===== src/pkg/oosc_pkg.sv =====
package oosc_pkg;
  // Clock rate
  localparam int unsigned CLK_HZ = 250_000_000;
  // Nominal switching frequency variants
  localparam int unsigned FSW_66_HZ = 66_000;
  localparam int unsigned FSW_83_HZ = 83_000;
  localparam int unsigned FSW_100_HZ = 100_000;
  // Jitter depth in percent and modulation rate
  localparam int unsigned JIT_PCT = 5;
  localparam int unsigned JIT_MOD_HZ = 1_000;
  // Foldback floor in percent of nominal
  localparam int unsigned FOLD_MIN_PCT = 48;
  // Foldback span in millivolts, 1.69 V down to 0.8 V
  localparam int unsigned FOLD_HI_MV = 1690;
  localparam int unsigned FOLD_LO_MV = 800;
  // Auto-restart timing in milliseconds
  localparam int unsigned AR_DET_MS = 100;
  localparam int unsigned AR_OFF_MS = 800;
  localparam int unsigned AR_ON_MS = 100;
  // Max duty window in percent of period
  localparam int unsigned DMAX_PCT = 65;
  // Blanking time in nanoseconds
  localparam int unsigned LEB_NS = 200;
  localparam int unsigned LEB_CYC = (LEB_NS * (CLK_HZ / 1_000_000) + 999) / 1000;
  // Fold level code width; code 0 is 0.8 V, full scale is 1.69 V or more
  localparam int unsigned FOLD_W = 4;
  typedef enum logic [1:0] {OOSC_RUN, OOSC_ON, OOSC_OFF} oosc_ar_t;
endpackage


===== src/hdl/oosc_on_off_switch_controller.sv =====
`timescale 1ns/100ps
module oosc_on_off_switch_controller #(
  parameter int unsigned FSW_HZ = oosc_pkg::FSW_66_HZ,
  parameter int unsigned AR_DET_CYC = oosc_pkg::AR_DET_MS * (oosc_pkg::CLK_HZ / 1000),
  parameter int unsigned AR_OFF_CYC = oosc_pkg::AR_OFF_MS * (oosc_pkg::CLK_HZ / 1000),
  parameter int unsigned AR_ON_CYC = oosc_pkg::AR_ON_MS * (oosc_pkg::CLK_HZ / 1000)
) (
  input wire logic mclk,
  input wire logic rst_b,
  input wire logic fb_current_over,
  input wire logic fb_above_restart,
  input wire logic [oosc_pkg::FOLD_W-1:0] fb_fold_level,
  input wire logic supply_below_low,
  input wire logic supply_above_high,
  input wire logic temp_above_trip,
  input wire logic temp_below_release,
  input wire logic current_over_limit,
  output logic gate_drive,
  output logic cycle_start,
  output logic max_duty_window,
  output logic regulation_enable
);
  localparam int unsigned PER_NOM = oosc_pkg::CLK_HZ / FSW_HZ;
  localparam int unsigned JIT_SPAN = PER_NOM * oosc_pkg::JIT_PCT / 100;
  localparam int unsigned JIT_STEP_CYC = oosc_pkg::CLK_HZ / oosc_pkg::JIT_MOD_HZ / 32;
  localparam int unsigned PER_MAX = (PER_NOM + JIT_SPAN) * 100 / oosc_pkg::FOLD_MIN_PCT + 1;
  localparam int unsigned PW = $clog2(PER_MAX + 1);
  localparam int unsigned CW = $clog2(AR_OFF_CYC + AR_DET_CYC + AR_ON_CYC + 1);
  localparam int unsigned FMAX = (1 << oosc_pkg::FOLD_W) - 1;
  localparam int unsigned JTW = $clog2(JIT_STEP_CYC + 1);
  localparam int unsigned LBW = $clog2(oosc_pkg::LEB_CYC + 1);

  // Refuse parameters the counters cannot serve
  if (FSW_HZ == 0 || PER_NOM < 16 || AR_DET_CYC == 0 || AR_OFF_CYC == 0 || AR_ON_CYC == 0) begin : g_param_check
    $error("oosc: parameter out of range");
  end

  // Input synchronisers
  logic [6:0] s1_q, s1_d, s2_q, s2_d;
  logic [oosc_pkg::FOLD_W-1:0] f1_q, f1_d, f2_q, f2_d;
  always_comb begin
    s1_d = {fb_current_over, fb_above_restart, supply_below_low, supply_above_high,
            temp_above_trip, temp_below_release, current_over_limit};
    s2_d = s1_q;
    f1_d = fb_fold_level;
    f2_d = f1_q;
  end
  always_ff @(posedge mclk) begin
    s1_q <= s1_d;
    s2_q <= s2_d;
    f1_q <= f1_d;
    f2_q <= f2_d;
  end
  logic fbi, fba, sbl, sbh, tat, tbr, col;
  assign {fbi, fba, sbl, sbh, tat, tbr, col} = s2_q;

  // Oscillator
  logic [PW-1:0] ph_q, ph_d, per_q, per_d;
  logic [4:0] jit_q, jit_d;
  logic [JTW-1:0] jt_q, jt_d;
  logic cs_q, cs_d, win_q, win_d;
  logic [PW-1:0] per_base, per_fold;
  always_comb begin
    per_base = PW'(PER_NOM - JIT_SPAN / 2 + (JIT_SPAN * (jit_q[4] ? 31 - jit_q[3:0] * 2 : jit_q[3:0] * 2)) / 31);
    per_fold = PW'(per_base * 100 * FMAX /
      (oosc_pkg::FOLD_MIN_PCT * FMAX + (100 - oosc_pkg::FOLD_MIN_PCT) * f2_q));
    jt_d = (jt_q == 0) ? JTW'(JIT_STEP_CYC - 1) : jt_q - 1'b1;
    jit_d = (jt_q == 0) ? jit_q + 1'b1 : jit_q;
    cs_d = (ph_q == per_q - 1'b1);
    ph_d = cs_d ? '0 : ph_q + 1'b1;
    per_d = cs_d ? per_fold : per_q;
    win_d = cs_d || (ph_q + 1'b1 < PW'((per_q * oosc_pkg::DMAX_PCT) / 100));
    if (!rst_b) begin
      ph_d = '0;
      per_d = PW'(PER_NOM);
      jit_d = '0;
      jt_d = '0;
      cs_d = 1'b0;
      win_d = 1'b0;
    end
  end
  always_ff @(posedge mclk) begin
    ph_q <= ph_d;
    per_q <= per_d;
    jit_q <= jit_d;
    jt_q <= jt_d;
    cs_q <= cs_d;
    win_q <= win_d;
  end

  // Protection latches and auto-restart
  logic uv_q, uv_d, ot_q, ot_d;
  oosc_pkg::oosc_ar_t ar_q, ar_d;
  logic [CW-1:0] arc_q, arc_d;
  always_comb begin
    uv_d = sbl ? 1'b1 : (sbh ? 1'b0 : uv_q);
    ot_d = tat ? 1'b1 : (tbr ? 1'b0 : ot_q);
    ar_d = ar_q;
    arc_d = arc_q + 1'b1;
    case (ar_q)
      oosc_pkg::OOSC_RUN: begin
        if (fba) begin
          arc_d = '0;
        end else if (arc_q >= CW'(AR_DET_CYC)) begin
          ar_d = oosc_pkg::OOSC_OFF;
          arc_d = '0;
        end
      end
      oosc_pkg::OOSC_OFF: begin
        if (arc_q >= CW'(AR_OFF_CYC - 1)) begin
          ar_d = oosc_pkg::OOSC_ON;
          arc_d = '0;
        end
      end
      default: begin
        if (fba) begin
          ar_d = oosc_pkg::OOSC_RUN;
          arc_d = '0;
        end else if (arc_q >= CW'(AR_ON_CYC - 1)) begin
          ar_d = oosc_pkg::OOSC_OFF;
          arc_d = '0;
        end
      end
    endcase
    if (!rst_b) begin
      uv_d = 1'b1;
      ot_d = 1'b0;
      ar_d = oosc_pkg::OOSC_RUN;
      arc_d = '0;
    end
  end
  always_ff @(posedge mclk) begin
    uv_q <= uv_d;
    ot_q <= ot_d;
    ar_q <= ar_d;
    arc_q <= arc_d;
  end

  // Gate control
  logic en_q, en_d, gt_q, gt_d, rq_q, rq_d;
  logic [LBW-1:0] lb_q, lb_d;
  logic allow;
  always_comb begin
    allow = !uv_q && !ot_q && (ar_q != oosc_pkg::OOSC_OFF);
    rq_d = !fbi;
    en_d = en_q;
    gt_d = gt_q;
    lb_d = (lb_q != 0) ? lb_q - 1'b1 : lb_q;
    if (cs_q) begin
      en_d = rq_q;
      gt_d = rq_q && allow;
      lb_d = LBW'(oosc_pkg::LEB_CYC);
    end else begin
      if (col && lb_q == 0) begin
        gt_d = 1'b0;
      end
      if (!allow) begin
        gt_d = 1'b0;
      end
    end
    if (!win_d) begin
      gt_d = 1'b0;
    end
    if (!rst_b) begin
      en_d = 1'b0;
      gt_d = 1'b0;
      rq_d = 1'b0;
      lb_d = '0;
    end
  end
  always_ff @(posedge mclk) begin
    en_q <= en_d;
    gt_q <= gt_d;
    rq_q <= rq_d;
    lb_q <= lb_d;
  end

  assign gate_drive = gt_q;
  assign cycle_start = cs_q;
  assign max_duty_window = win_q;
  assign regulation_enable = en_q;

  property p_gate_off_no_enable;
    @(posedge mclk) disable iff (!rst_b) $rose(gt_q) |-> $past(rq_q);
  endproperty
  a_gate_off_no_enable: assert property (p_gate_off_no_enable) else $error("gate without enable");
  property p_enable_held;
    @(posedge mclk) disable iff (!rst_b) !$past(cs_q) |-> $stable(en_q);
  endproperty
  a_enable_held: assert property (p_enable_held) else $error("enable changed mid cycle");
  property p_req_level;
    @(posedge mclk) disable iff (!rst_b) $past(fbi) |-> !rq_q;
  endproperty
  a_req_level: assert property (p_req_level) else $error("enable not low on over current");
  property p_start_pulse;
    @(posedge mclk) disable iff (!rst_b) cs_q |=> !cs_q;
  endproperty
  a_start_pulse: assert property (p_start_pulse) else $error("start not one cycle");
  property p_uv_block;
    @(posedge mclk) disable iff (!rst_b) uv_q |=> !gt_q;
  endproperty
  a_uv_block: assert property (p_uv_block) else $error("gate during lockout");
  property p_ot_block;
    @(posedge mclk) disable iff (!rst_b) ot_q |=> !gt_q;
  endproperty
  a_ot_block: assert property (p_ot_block) else $error("gate during thermal");
  property p_limit;
    @(posedge mclk) disable iff (!rst_b) gt_q && col && lb_q == 0 && !cs_q |=> !gt_q;
  endproperty
  a_limit: assert property (p_limit) else $error("limit ignored");
  property p_blank;
    @(posedge mclk) disable iff (!rst_b) $rose(gt_q) |-> lb_q != 0;
  endproperty
  a_blank: assert property (p_blank) else $error("no blanking");
  property p_ar_off;
    @(posedge mclk) disable iff (!rst_b) ar_q == oosc_pkg::OOSC_OFF |=> !gt_q;
  endproperty
  a_ar_off: assert property (p_ar_off) else $error("gate in restart off");
  property p_window;
    @(posedge mclk) disable iff (!rst_b) gt_q |-> win_q;
  endproperty
  a_window: assert property (p_window) else $error("gate outside window");
  c_gate: cover property (@(posedge mclk) disable iff (!rst_b) $rose(gt_q));
  c_limit: cover property (@(posedge mclk) disable iff (!rst_b) gt_q ##1 !gt_q && win_q);
  c_restart: cover property (@(posedge mclk) disable iff (!rst_b) ar_q == oosc_pkg::OOSC_OFF);
endmodule // oosc_on_off_switch_controller


===== config.mk =====
export PLATFORM = sky130hd
export DESIGN_NAME = oosc_on_off_switch_controller
export DESIGN_NICKNAME = d
export VERILOG_FILES = /design/src/pkg/oosc_pkg.sv /design/src/hdl/oosc_on_off_switch_controller.sv
export SDC_FILE = /design/constraint.sdc
export NUM_CORES = 1
export LEC_CHECK = 0
export BUFFER_PORTS_ARGS = -buffer_cell sky130_fd_sc_hd__buf_4
export CORE_ASPECT_RATIO = 1.5
export CORE_UTILIZATION = 38
export CTS_CLUSTER_DIAMETER = 120
export DETAILED_ROUTE_END_ITERATION = 8
export PLACE_DENSITY = 0.53
export REMOVE_ABC_BUFFERS = 1
export SYNTH_ARGS = -nofsm -noshare
export SYNTH_HDL_FRONTEND = slang
export SYNTH_SLANG_ARGS = --single-unit

===== constraint.sdc =====
create_clock -name mclk -period 120.4 [get_ports mclk]
set_input_delay 18.06 -clock mclk [delete_from_list [all_inputs] [get_ports mclk]]
set_output_delay 18.06 -clock mclk [all_outputs]
set_load 0.05 [all_outputs]

After elaboration in Yosys (flattened, before gate mapping)
Cells that the tools add are included.

Flip-flop bits (word level): 111. Latch bits: 0. RAM bits: 0. Memory bits (read-only): 0. Input port bits: 13. Output and inout bits: 4. Logic and storage cells: 92. Memories: 0.

$add $sub $neg: 9. Multipliers: 5. Div/mod/pow operators: 3. Magnitude comparators: 4. Eq/ne operators: 7. Shift operators: 0. Mux-type cells: 22. Bitwise gates (word level): 1. Reductions and logical operators: 21.

Operators with widths (count): $mux 28 (5); $ge 28x25->1 const B (2); $pmux 28 s2 (1); $div 21x7->32 const B (1); $div 25x32->32 (1); $div 32x5->32 const B (1); $mul 8x32->32 const A (1); $mux 32 (1); $add 28x1->28 const B (1); $ge 28x28->1 const B (1); $mul 19x4->23 const B (1); $mul 14x7->21 const B (1); $mul 14x5->19 const B (1); $add 12x14->14 const A (1); $add 14x1->14 const B (1); $eq 14x14->1 (1); $lt 14x14->1 (1); $sub 14x1->14 const B (1); $logic_not 13->1 (1); $mux 13 (1); $sub 13x1->13 const B (1); $mux 6 (2); $add 10x10->11 const A (1); $mux 2 (5); other kinds (21) (38).

Logic depth before layout (Yosys ltp)
Gate-level depths: netlist (run 1).

Depth in word-level cells: 8. Depth in mapped cells: 474.

Least setup slack after synthesis (run 1)
OpenSTA, ideal clock, no wires.

Path type: register to register. Start: register jit_q[4]. End: register per_q[0]. Setup time: 125 ps. Data arrival time: 87588 ps. Slack: 32687 ps. Cell stages (with the launch flop): 448. Path buffers: 32. Path through: dfxtp_1 > clkbuf_1 > inv_1 > ha_1 > fa_1 > ha_1 > ha_1 > fa_1 > fa_1 > a21o_1 > a41oi_2 > xor2_2 > nor4_2 > buf_6 > ha_1 > nor2b_1 > nand2_1 > mux2_2 > [412 not listed] > buf_2 > nor2_1 > a21oi_1 > ha_1 > o21a_1 > o21ai_0 > nand2b_1 > a21oi_1 > nor2b_1 > o21ai_0 > nand2b_1 > a21oi_1 > nor2b_1 > o21ai_0 > and4b_1 > o211ai_1 > nor4b_2 > a31oi_1.

Word-level cells in the longest chain between the ends: 7.

Ends and longest elaborated chain: start, declared (line oosc_on_off_switch_controller.sv:59) `logic [4:0] jit_q, jit_d;`; start signal, assigned (line oosc_on_off_switch_controller.sv:85) `jit_q <= jit_d;`; $mux 32 (line oosc_on_off_switch_controller.sv:64) `per_base = PW'(PER_NOM - JIT_SPAN / 2 + (JIT_SPAN * (jit_q[4] ? 31 - jit_q[3:0] * 2 : jit_q[3:0] * 2)) / 31);`; $mul 8x32->32 (line oosc_on_off_switch_controller.sv:64); $div 32x5->32 (line oosc_on_off_switch_controller.sv:64); $add 12x14->14 (line oosc_on_off_switch_controller.sv:64); $mul 14x5->19 (line oosc_on_off_switch_controller.sv:65) `per_fold = PW'(per_base * 100 * FMAX /`; $mul 19x4->23 (line oosc_on_off_switch_controller.sv:65); $div 25x32->32 (line oosc_on_off_switch_controller.sv:65); end signal, assigned (line oosc_on_off_switch_controller.sv:84) `per_q <= per_d;`; end, declared (line oosc_on_off_switch_controller.sv:58) `logic [PW-1:0] ph_q, ph_d, per_q, per_d;`.

Every way passes these cells. A chain may end at the register's enable or synchronous reset.

Final worst setup path (run 1)
Same ends and word-level chain as after synthesis.

==> results.ini, run 1 <==
[route]
routed_wl_um=85000
drc=0
first_pass_iters=6
wire_per_inst_um=17.2
drtIter0Drc=1367
vias_per_cell=5.84
vias=28800
drtAntennaViolNets=0

[worst_setup_path]
worstSetupStartpointType=register
r2r_setup_slack_ns=22.02
crit_path_frequent_cell=o21a_1
reg2reg_to=per_q[0]$_SDFFE_PN1P_
slowest_delay_ns=0.83
reg2reg_from=jit_q[4]$_SDFFE_PN0P_
worstPathArrival_ns=98.64
worstRegToRegCells=420
worstPathMaxFanout=23
cp.required_ns=120.65
cpMaxStageDelayCell=nor4_2
critPathKind=register to register
endpoint_kind=register

[clock_tree]
cts_tree=yes
cts.clk_slew.worst_paths_ns=0.09
ctsResizeCount=0
clkSinkCount=111
hold_buffers=0
clock_latency_ns=0.38
cts_root_buf=clkbuf_16
htreeDepth=3
cts_setup_buffers=0
cts_buffers=9
clock_path_buffers=2

[finish]
final_area_mm2=0.0308
nets=4358
syn_to_final_growth_pct=5.44
drive_above_1_share_pct=6.26
diodes=0

[die]
core-area_mm2=0.0762
initial_core_util_pct=38.3
die_x_um=228
boundaryPins=17
row_count=124
die_h_um=341
dieArea_mm2=0.0779

[timing]
hold_violations=0
setup_viol=0
rsz0062_at_grt=false
slew_violations=0
max_slew_margin_pct=32.5
worstMarginPinSlew_ns=1.01
finalCritPeriodShare_pct=81.7
setup_slack_ns=22.02
fin_skew_ns=0.0128
finalSetupTns_ns=0
max_freq_mhz=10.2
finalCriticalPeriod_ns=98.38

[placement]
dp_slack_ns=22.48
portBuffers=16
routabilityCongestion=0.925
dpl_cell_area_mm2=0.0305
dpl.hpwl_um=70800

[min_path]
holdPathStages=0
holdPathEnd=s2_q[5]$_DFF_P_
holdCritStartpoint=s1_q[5]$_DFF_P_
hold_path_class=register to register

[global_route]
grt.total_usage_pct=21.4
grt_pass1_wl_um=141000
grt_pass1_vias=28600
grt_overflow=0
grt_start_max_net_pins=40
antenna_found_initial=0

[logic_synthesis]
yosysWarnings=0
ys_seq_elements=111
synth_edf_count=0
synth_flop_cell=dfxtp_1
synth_top_area_cell=ha_1
syn_inst=3953
ys_seq_area_share_pct=7.61
async_reset_ff_share_pct=0
netlist_area_mm2=0.0292
avgSynthCellArea_um2=7.38
synth.top_cell.area_share_pct=16.2
synth_area_leaders=ha_1 (16%), dfxtp_1 (7.6%), xnor2_1 (6.0%)
synth_cell_type_count=138

[job]
timing.max_cap.violations=0

[status]
status=finished, final reports clean

## Yosys cell counts, drive strengths merged, types with 18 or more instances
cell type	number
buf	38
nor3	224
nor2b	64
a211o	18
and3	52
a31oi	45
nor4	37
xnor2	199
inv	220
or3	42
o31ai	98
nand3	127
mux2i	47
nor2	374
and2	51
o21a	162
o21bai	19
a311oi	20
nand4	55
dfxtp	111
a21o	81
o21ai	178
o211a	18
a21oi	242
a211oi	38
or2	34
a21boi	21
fa	46
mux2	45
clkbuf	57
nand2b	49
o211ai	43
ha	377
nand2	329
xor2	92
## logic make-up (layout without fill, tap and decap cells)
group,Yosys count,after routing,share of synthesized area [%]
AOI/OAI and AO/OA,1177,1177,29.2
xor gates and xnor gates,292,292,8.89
adders and majority gates,432,432,19.6
buffers and inverters,315,283,4.33
DFF,111,111,7.61
muxes,92,92,3.39
other,1,7,0.0128
and+or+nand+nor,1533,1533,27.0
## per-stage QoR
stage | std cells | hold WS [ns] | utilization (%)
2_1_floorplan | 3864 | 0.310 | -
3_3_place_gp | 4919 | 0.310 | 40.0
3_5_place_dp | 4919 | 0.313 | 40.0
4_1_cts | 4935 | 0.335 | 40.4
5_1_grt | 4935 | 0.340 | 40.4
6_report | 4935 | 0.332 | 40.4
## worst max-delay path: cells and delay by family, from the launching register on
family | cells | cell delay (ns)
AO/OA/AOI/OAI | 235 | 50.82
XOR/XNOR | 5 | 1.34
adder cells (fa/ha/maj) | 37 | 12.74
buffers and inverters | 32 | 3.44
flip-flops | 1 | 0.60
multiplexers | 8 | 2.50
AND/OR/NAND/NOR | 103 | 26.62
## metal layers
metal	global-route usage (%)	wire (um)	up-vias
li1	-	-	14700
met1	22.4	34400	13500
met2	43.9	46100	406
met3	0.867	1360	187
met4	8.47	3130	0
met5	0	0	-
## layout by cell type (no fill, tap or decap), drive strengths merged, types with 49 or more instances in the layout
cell type,netlist,layout
nand2b,49,49
o21a,162,162
o21ai,178,178
ha,377,377
inv,220,225
and3,52,52
o31ai,98,98
dfxtp,111,111
and2,51,51
nor2,374,374
a21oi,242,242
a21o,81,81
nand3,127,127
xor2,92,92
nand4,55,55
nor3,224,224
xnor2,199,199
nor2b,64,64
nand2,329,329
## final cells by class
class	instances	area [um2]
Tap cell	1008	1260
Timing Repair Buffer	47	353
Inverter	220	828
Clock inverter	7	97.6
Fill cell	7970	45400
Clock buffer	9	225
Multi-Input combinational cell	3533	25800
Sequential cell	111	2220
## worst max-delay path by stage
stage	from	to	slack, ns
2_1_floorplan	jit_q[4]$_SDFFE_PN0P_	per_q[0]$_SDFFE_PN1P_	30.89
3_5_place_dp	jit_q[4]$_SDFFE_PN0P_	per_q[0]$_SDFFE_PN1P_	22.48
5_1_grt	jit_q[4]$_SDFFE_PN0P_	per_q[0]$_SDFFE_PN1P_	13.02
4_1_cts	jit_q[4]$_SDFFE_PN0P_	per_q[0]$_SDFFE_PN1P_	22.20
6_report	jit_q[4]$_SDFFE_PN0P_	per_q[0]$_SDFFE_PN1P_	22.02
3_3_place_gp	jit_q[4]$_SDFFE_PN0P_	per_q[0]$_SDFFE_PN1P_	24.53
## flip-flops by register name, indices dropped and copies added, names as in the netlist
signal             flops
jt_q                  13
f2_q                   4
per_q                 14
jit_q                  5
arc_q                 28
s1_q                   7
ot_q                   1
lb_q                   6
s2_q                   7
uv_q                   1
cycle_start            1
rq_q                   1
f1_q                   4
ar_q                   2
regulation_enable      1
max_duty_window        1
ph_q                  14
gate_drive             1
Power of run 1 is not shown: default switching activity piles up to over one toggle a cycle in this logic, so the estimate is an artifact.
==> inputs of run 2 (changes only) <==
==> constraint.sdc (replaced) <==
create_clock -name mclk -period 100 [get_ports mclk]
set_input_delay 15 -clock mclk [delete_from_list [all_inputs] [get_ports mclk]]
set_output_delay 15 -clock mclk [all_outputs]
set_load 0.05 [all_outputs]
==> results.ini, run 2 (synthesis results as in run 1) <==
[clock_tree]
clock_path_buffers=2
cts_root_buf=clkbuf_16
cts.clk_slew.worst_paths_ns=0.09
clock_latency_ns=0.38
htreeDepth=3
cts_tree=yes
clkSinkCount=111
cts_buffers=9

[placement]
portBuffers=16
dpl.hpwl_um=70800
routabilityCongestion=0.930
dp_slack_ns=2.09

[worst_setup_path]
worstSetupStartpointType=register
cp.required_ns=100.27
endpoint_kind=register
slowest_delay_ns=0.74
crit_path_frequent_cell=o21a_1
worstPathArrival_ns=92.05
worstPathMaxFanout=24
cpMaxStageDelayCell=or4_1
critPathKind=register to register

[global_route]
antenna_found_initial=0
grt_start_max_net_pins=40
grt_pass1_wl_um=140000
grt.total_usage_pct=21.3
grt_pass1_vias=28500
grt_overflow=0

[die]
core-area_mm2=0.0762
die_h_um=341
row_count=124
die_x_um=228
initial_core_util_pct=38.3
boundaryPins=17
dieArea_mm2=0.0779

[timing]
slew_violations=0
setup_slack_ns=8.22
max_freq_mhz=10.9
max_slew_margin_pct=31.8
finalSetupTns_ns=0
hold_violations=0
finalCritPeriodShare_pct=91.8
setup_viol=0
rsz0062_at_grt=false
finalCriticalPeriod_ns=91.78
holdWs_ns=0.325
fin_skew_ns=0.0121
worstMarginPinSlew_ns=1.02

[route]
first_pass_iters=6
vias_per_cell=5.83
vias=28800
routed_wl_um=85200
wl_met3_um=1640
drtIter0Drc=1376
wire_per_inst_um=17.2
maxUsedRoutingLayer=met4
drc=0
drtAntennaViolNets=0
met1_length_um=34500
route.met2.wl_um=46300

[finish]
final_cell_mix=ha_1 (377), nor2_1 (369), nand2_1 (327)
layout_commonest_cell=ha_1
drive_above_1_share_pct=7.24
fillers=8048
regMostFlops=arc_q
diodes=0
syn_to_final_growth_pct=6.29
nets=4367
largest_register_ff_count=28
reg_top3=arc_q: 28 flops, per_q: 14 flops, ph_q: 14 flops

[status]
status=finished, final reports clean

[job]
timing.max_cap.violations=0

[min_path]
hold_path_class=register to register

run 2: final timing paths:
kind | startpoint | cells past startpoint | endpoint | slack, ns
min | s1_q[3]$_DFF_P_ | 0 | s2_q[3]$_DFF_P_ | 0.33
max reg2reg | jit_q[4]$_SDFFE_PN0P_ | 426 | per_q[0]$_SDFFE_PN1P_ | 8.22
max | jit_q[4]$_SDFFE_PN0P_ | 426 | per_q[0]$_SDFFE_PN1P_ | 8.22
min reg2reg | s1_q[3]$_DFF_P_ | 0 | s2_q[3]$_DFF_P_ | 0.33
run 2: per-layer routing:
metal | track usage, % | vias to the layer above
met5 | 0 | -
met1 | 22.6 | 13500
li1 | - | 14700
met4 | 7.69 | 0
met3 | 0.975 | 169
met2 | 43.6 | 450
run 2: worst max-delay path, delay by kind of cell (launching register included):
kind	cells	cell delay, ns
simple gates	107	22.72
compound gates	235	48.72
xor+xnor	4	0.88
fa+ha+maj	37	12.32
flops	1	0.47
buf+inv	35	4.15
mux	8	2.24
run 2: cell type report:
type	instances	area (um2)	share of cell area, %
clock buffer	9	225	0.726
inverter	220	828	2.67
sequential	111	2220	7.17
multi-input combinational	3533	26000	83.7
tap	1008	1260	4.07
timing repair buffer	56	433	1.40
clock inverter	7	88.8	0.286
run 2: per-stage QoR:
step | std cells | utilization [%] | instance area [um2]
floorplan | 3864 | - | 28800
CTS | 4936 | 40.4 | 30800
detailed placement | 4920 | 40.0 | 30500
finish | 4944 | 40.7 | 31000
global route | 4944 | 40.7 | 31000
global placement | 4920 | 40.0 | 30500
run 2: repair_timing:
item / in CTS / in global routing
hold buffers: 0 / 0
buffers inserted: 0 / 8
resized for setup: 0 / 41
endpoints found under the setup margin: 0 / 3
hold endpoints to repair: 0 / 0
Power of run 2 is left out for the same reason.
==> inputs of run 3 (changes only) <==
--- a/config.mk
+++ b/config.mk
@@ -10,8 +10,10 @@
 export CORE_UTILIZATION = 38
 export CTS_CLUSTER_DIAMETER = 120
 export DETAILED_ROUTE_END_ITERATION = 8
+export GPL_TIMING_DRIVEN = 0
 export PLACE_DENSITY = 0.53
 export REMOVE_ABC_BUFFERS = 1
 export SYNTH_ARGS = -nofsm -noshare
 export SYNTH_HDL_FRONTEND = slang
 export SYNTH_SLANG_ARGS = --single-unit
+export TNS_END_PERCENT = 50
==> constraint.sdc (replaced) <==
create_clock -name mclk -period 100 [get_ports mclk]
set_input_delay 15 -clock mclk [delete_from_list [all_inputs] [get_ports mclk]]
set_output_delay 15 -clock mclk [all_outputs]
set_load 0.005 [all_outputs]
==> results.ini, run 3 (synthesis results as in run 1) <==
[worst_setup_path]
cp.required_ns=100.24
worstPathArrival_ns=92.91
worstPathMaxFanout=18
cpMaxStageDelayCell=or4_4
worstSetupStartpointType=register
slowest_delay_ns=0.66
endpoint_kind=register
critPathKind=register to register
crit_path_frequent_cell=o21a_1

[status]
status=finished, final reports clean

[die]
boundaryPins=17
initial_core_util_pct=38.3
dieArea_mm2=0.0779
die_h_um=341
die_x_um=228
core-area_mm2=0.0762
row_count=124

[route]
first_pass_iters=5
drtAntennaViolNets=0
route.met2.wl_um=44600
routed_wl_um=81000
vias=28800
wl_met3_um=1070
vias_per_cell=5.79
met1_length_um=33700
drtIter0Drc=1172
wire_per_inst_um=16.3
maxUsedRoutingLayer=met4
drc=0

[global_route]
grt_start_max_net_pins=40
grt_pass1_vias=28500
antenna_found_initial=0
grt.total_usage_pct=20.3
grt_pass1_wl_um=136000
grt_overflow=0

[clock_tree]
htreeDepth=3
hold_buffers=0
cts_root_buf=clkbuf_16
cts_tree=yes
cts.clk_slew.worst_paths_ns=0.08
cts_buffers=9
clock_path_buffers=2
clkSinkCount=111
clock_latency_ns=0.36

[timing]
slew_violations=0
finalCritPeriodShare_pct=92.7
fin_skew_ns=0.00945
setup_viol=0
worstMarginPinSlew_ns=1.23
max_freq_mhz=10.8
max_slew_margin_pct=17.8
finalCriticalPeriod_ns=92.67
hold_violations=0

[placement]
dpl_cell_area_mm2=0.0304
dpl.hpwl_um=66600
portBuffers=16
dp_cells=4902
routabilityCongestion=0.873

[finish]
final_area_mm2=0.0315
layout_commonest_cell=ha_1
nets=4396
diodes=0
drive_above_1_share_pct=8.47
stdcell_count=4973
largest_register_ff_count=28
regMostFlops=arc_q
ff_latch_area_mm2=0.00222
syn_to_final_growth_pct=8.02
fillers=7921
final_cell_mix=ha_1 (375), nor2_1 (365), nand2_1 (325)
multi_input_area_mm2=0.0262
reg_top3=arc_q: 28 flops, per_q: 14 flops, ph_q: 14 flops

[job]
timing.max_cap.violations=0

[min_path]
hold_path_class=register to register

## run 3: final cells by class
type / instances / share of cell area (%)
multi-input cells: 3534 / 83.0
inverters: 220 / 2.63
clock buffers: 9 / 0.714
flip-flops and latches: 111 / 7.05
well taps: 1008 / 4.00
repair buffers: 84 / 2.42
clock inverters: 7 / 0.175
## run 3: layer usage
metal / track usage, % / vias up
li1: - / 14800
met1: 22.0 / 13600
met2: 42.3 / 356
met3: 0.667 / 91
met4: 5.09 / 0
met5: 0 / -
## run 3: what timing repair did
| item | in CTS | in global routing |
|---|---|---|
| gates cloned | 0 | 1 |
| buffers inserted | 11 | 43 |
| pin swaps | 5 | 13 |
| setup endpoints to repair | 3 | 3 |
| resized for setup | 24 | 56 |
## run 3: path summary, 6_finish.rpt
path | start | end | slack, ns | cells after the start
setup / recovery | jit_q[4]$_SDFFE_PN0P_ | per_q[0]$_SDFFE_PN1P_ | 7.33 | 422
hold / removal | s1_q[6]$_DFF_P_ | s2_q[6]$_DFF_P_ | 0.33 | 0
setup reg to reg | jit_q[4]$_SDFFE_PN0P_ | per_q[0]$_SDFFE_PN1P_ | 7.33 | 422
hold reg to reg | s1_q[6]$_DFF_P_ | s2_q[6]$_DFF_P_ | 0.33 | 0
## run 3: worst max-delay path, delay by kind of cell (launching register included)
family                     cells  cell delay (ns)
AOI/OAI and AO/OA            233            49.10
DFF                            1             0.50
xor gates and xnor gates       5             1.05
muxes                          8             2.17
and+or+nand+nor              106            23.29
buffers and inverters         31             3.18
adders and majority gates     39            13.10
## run 3: stage by stage
| step | hold slack, ns | setup WS, ns | setup TNS (ns) | utilization (%) |
|---|---|---|---|---|
| after floorplan | 0.310 | 10.49 | 0 | - |
| after global placement | 0.311 | -8.96 | -19.38 | 39.6 |
| after detailed placement | 0.312 | -6.78 | -12.79 | 39.9 |
| after CTS | 0.330 | 0.346 | 0 | 40.5 |
| after global routing | 0.339 | -0.0761 | -0.0761 | 41.4 |
| final | 0.329 | 7.33 | 0 | 41.4 |
Power of run 3 is left out for the same reason.
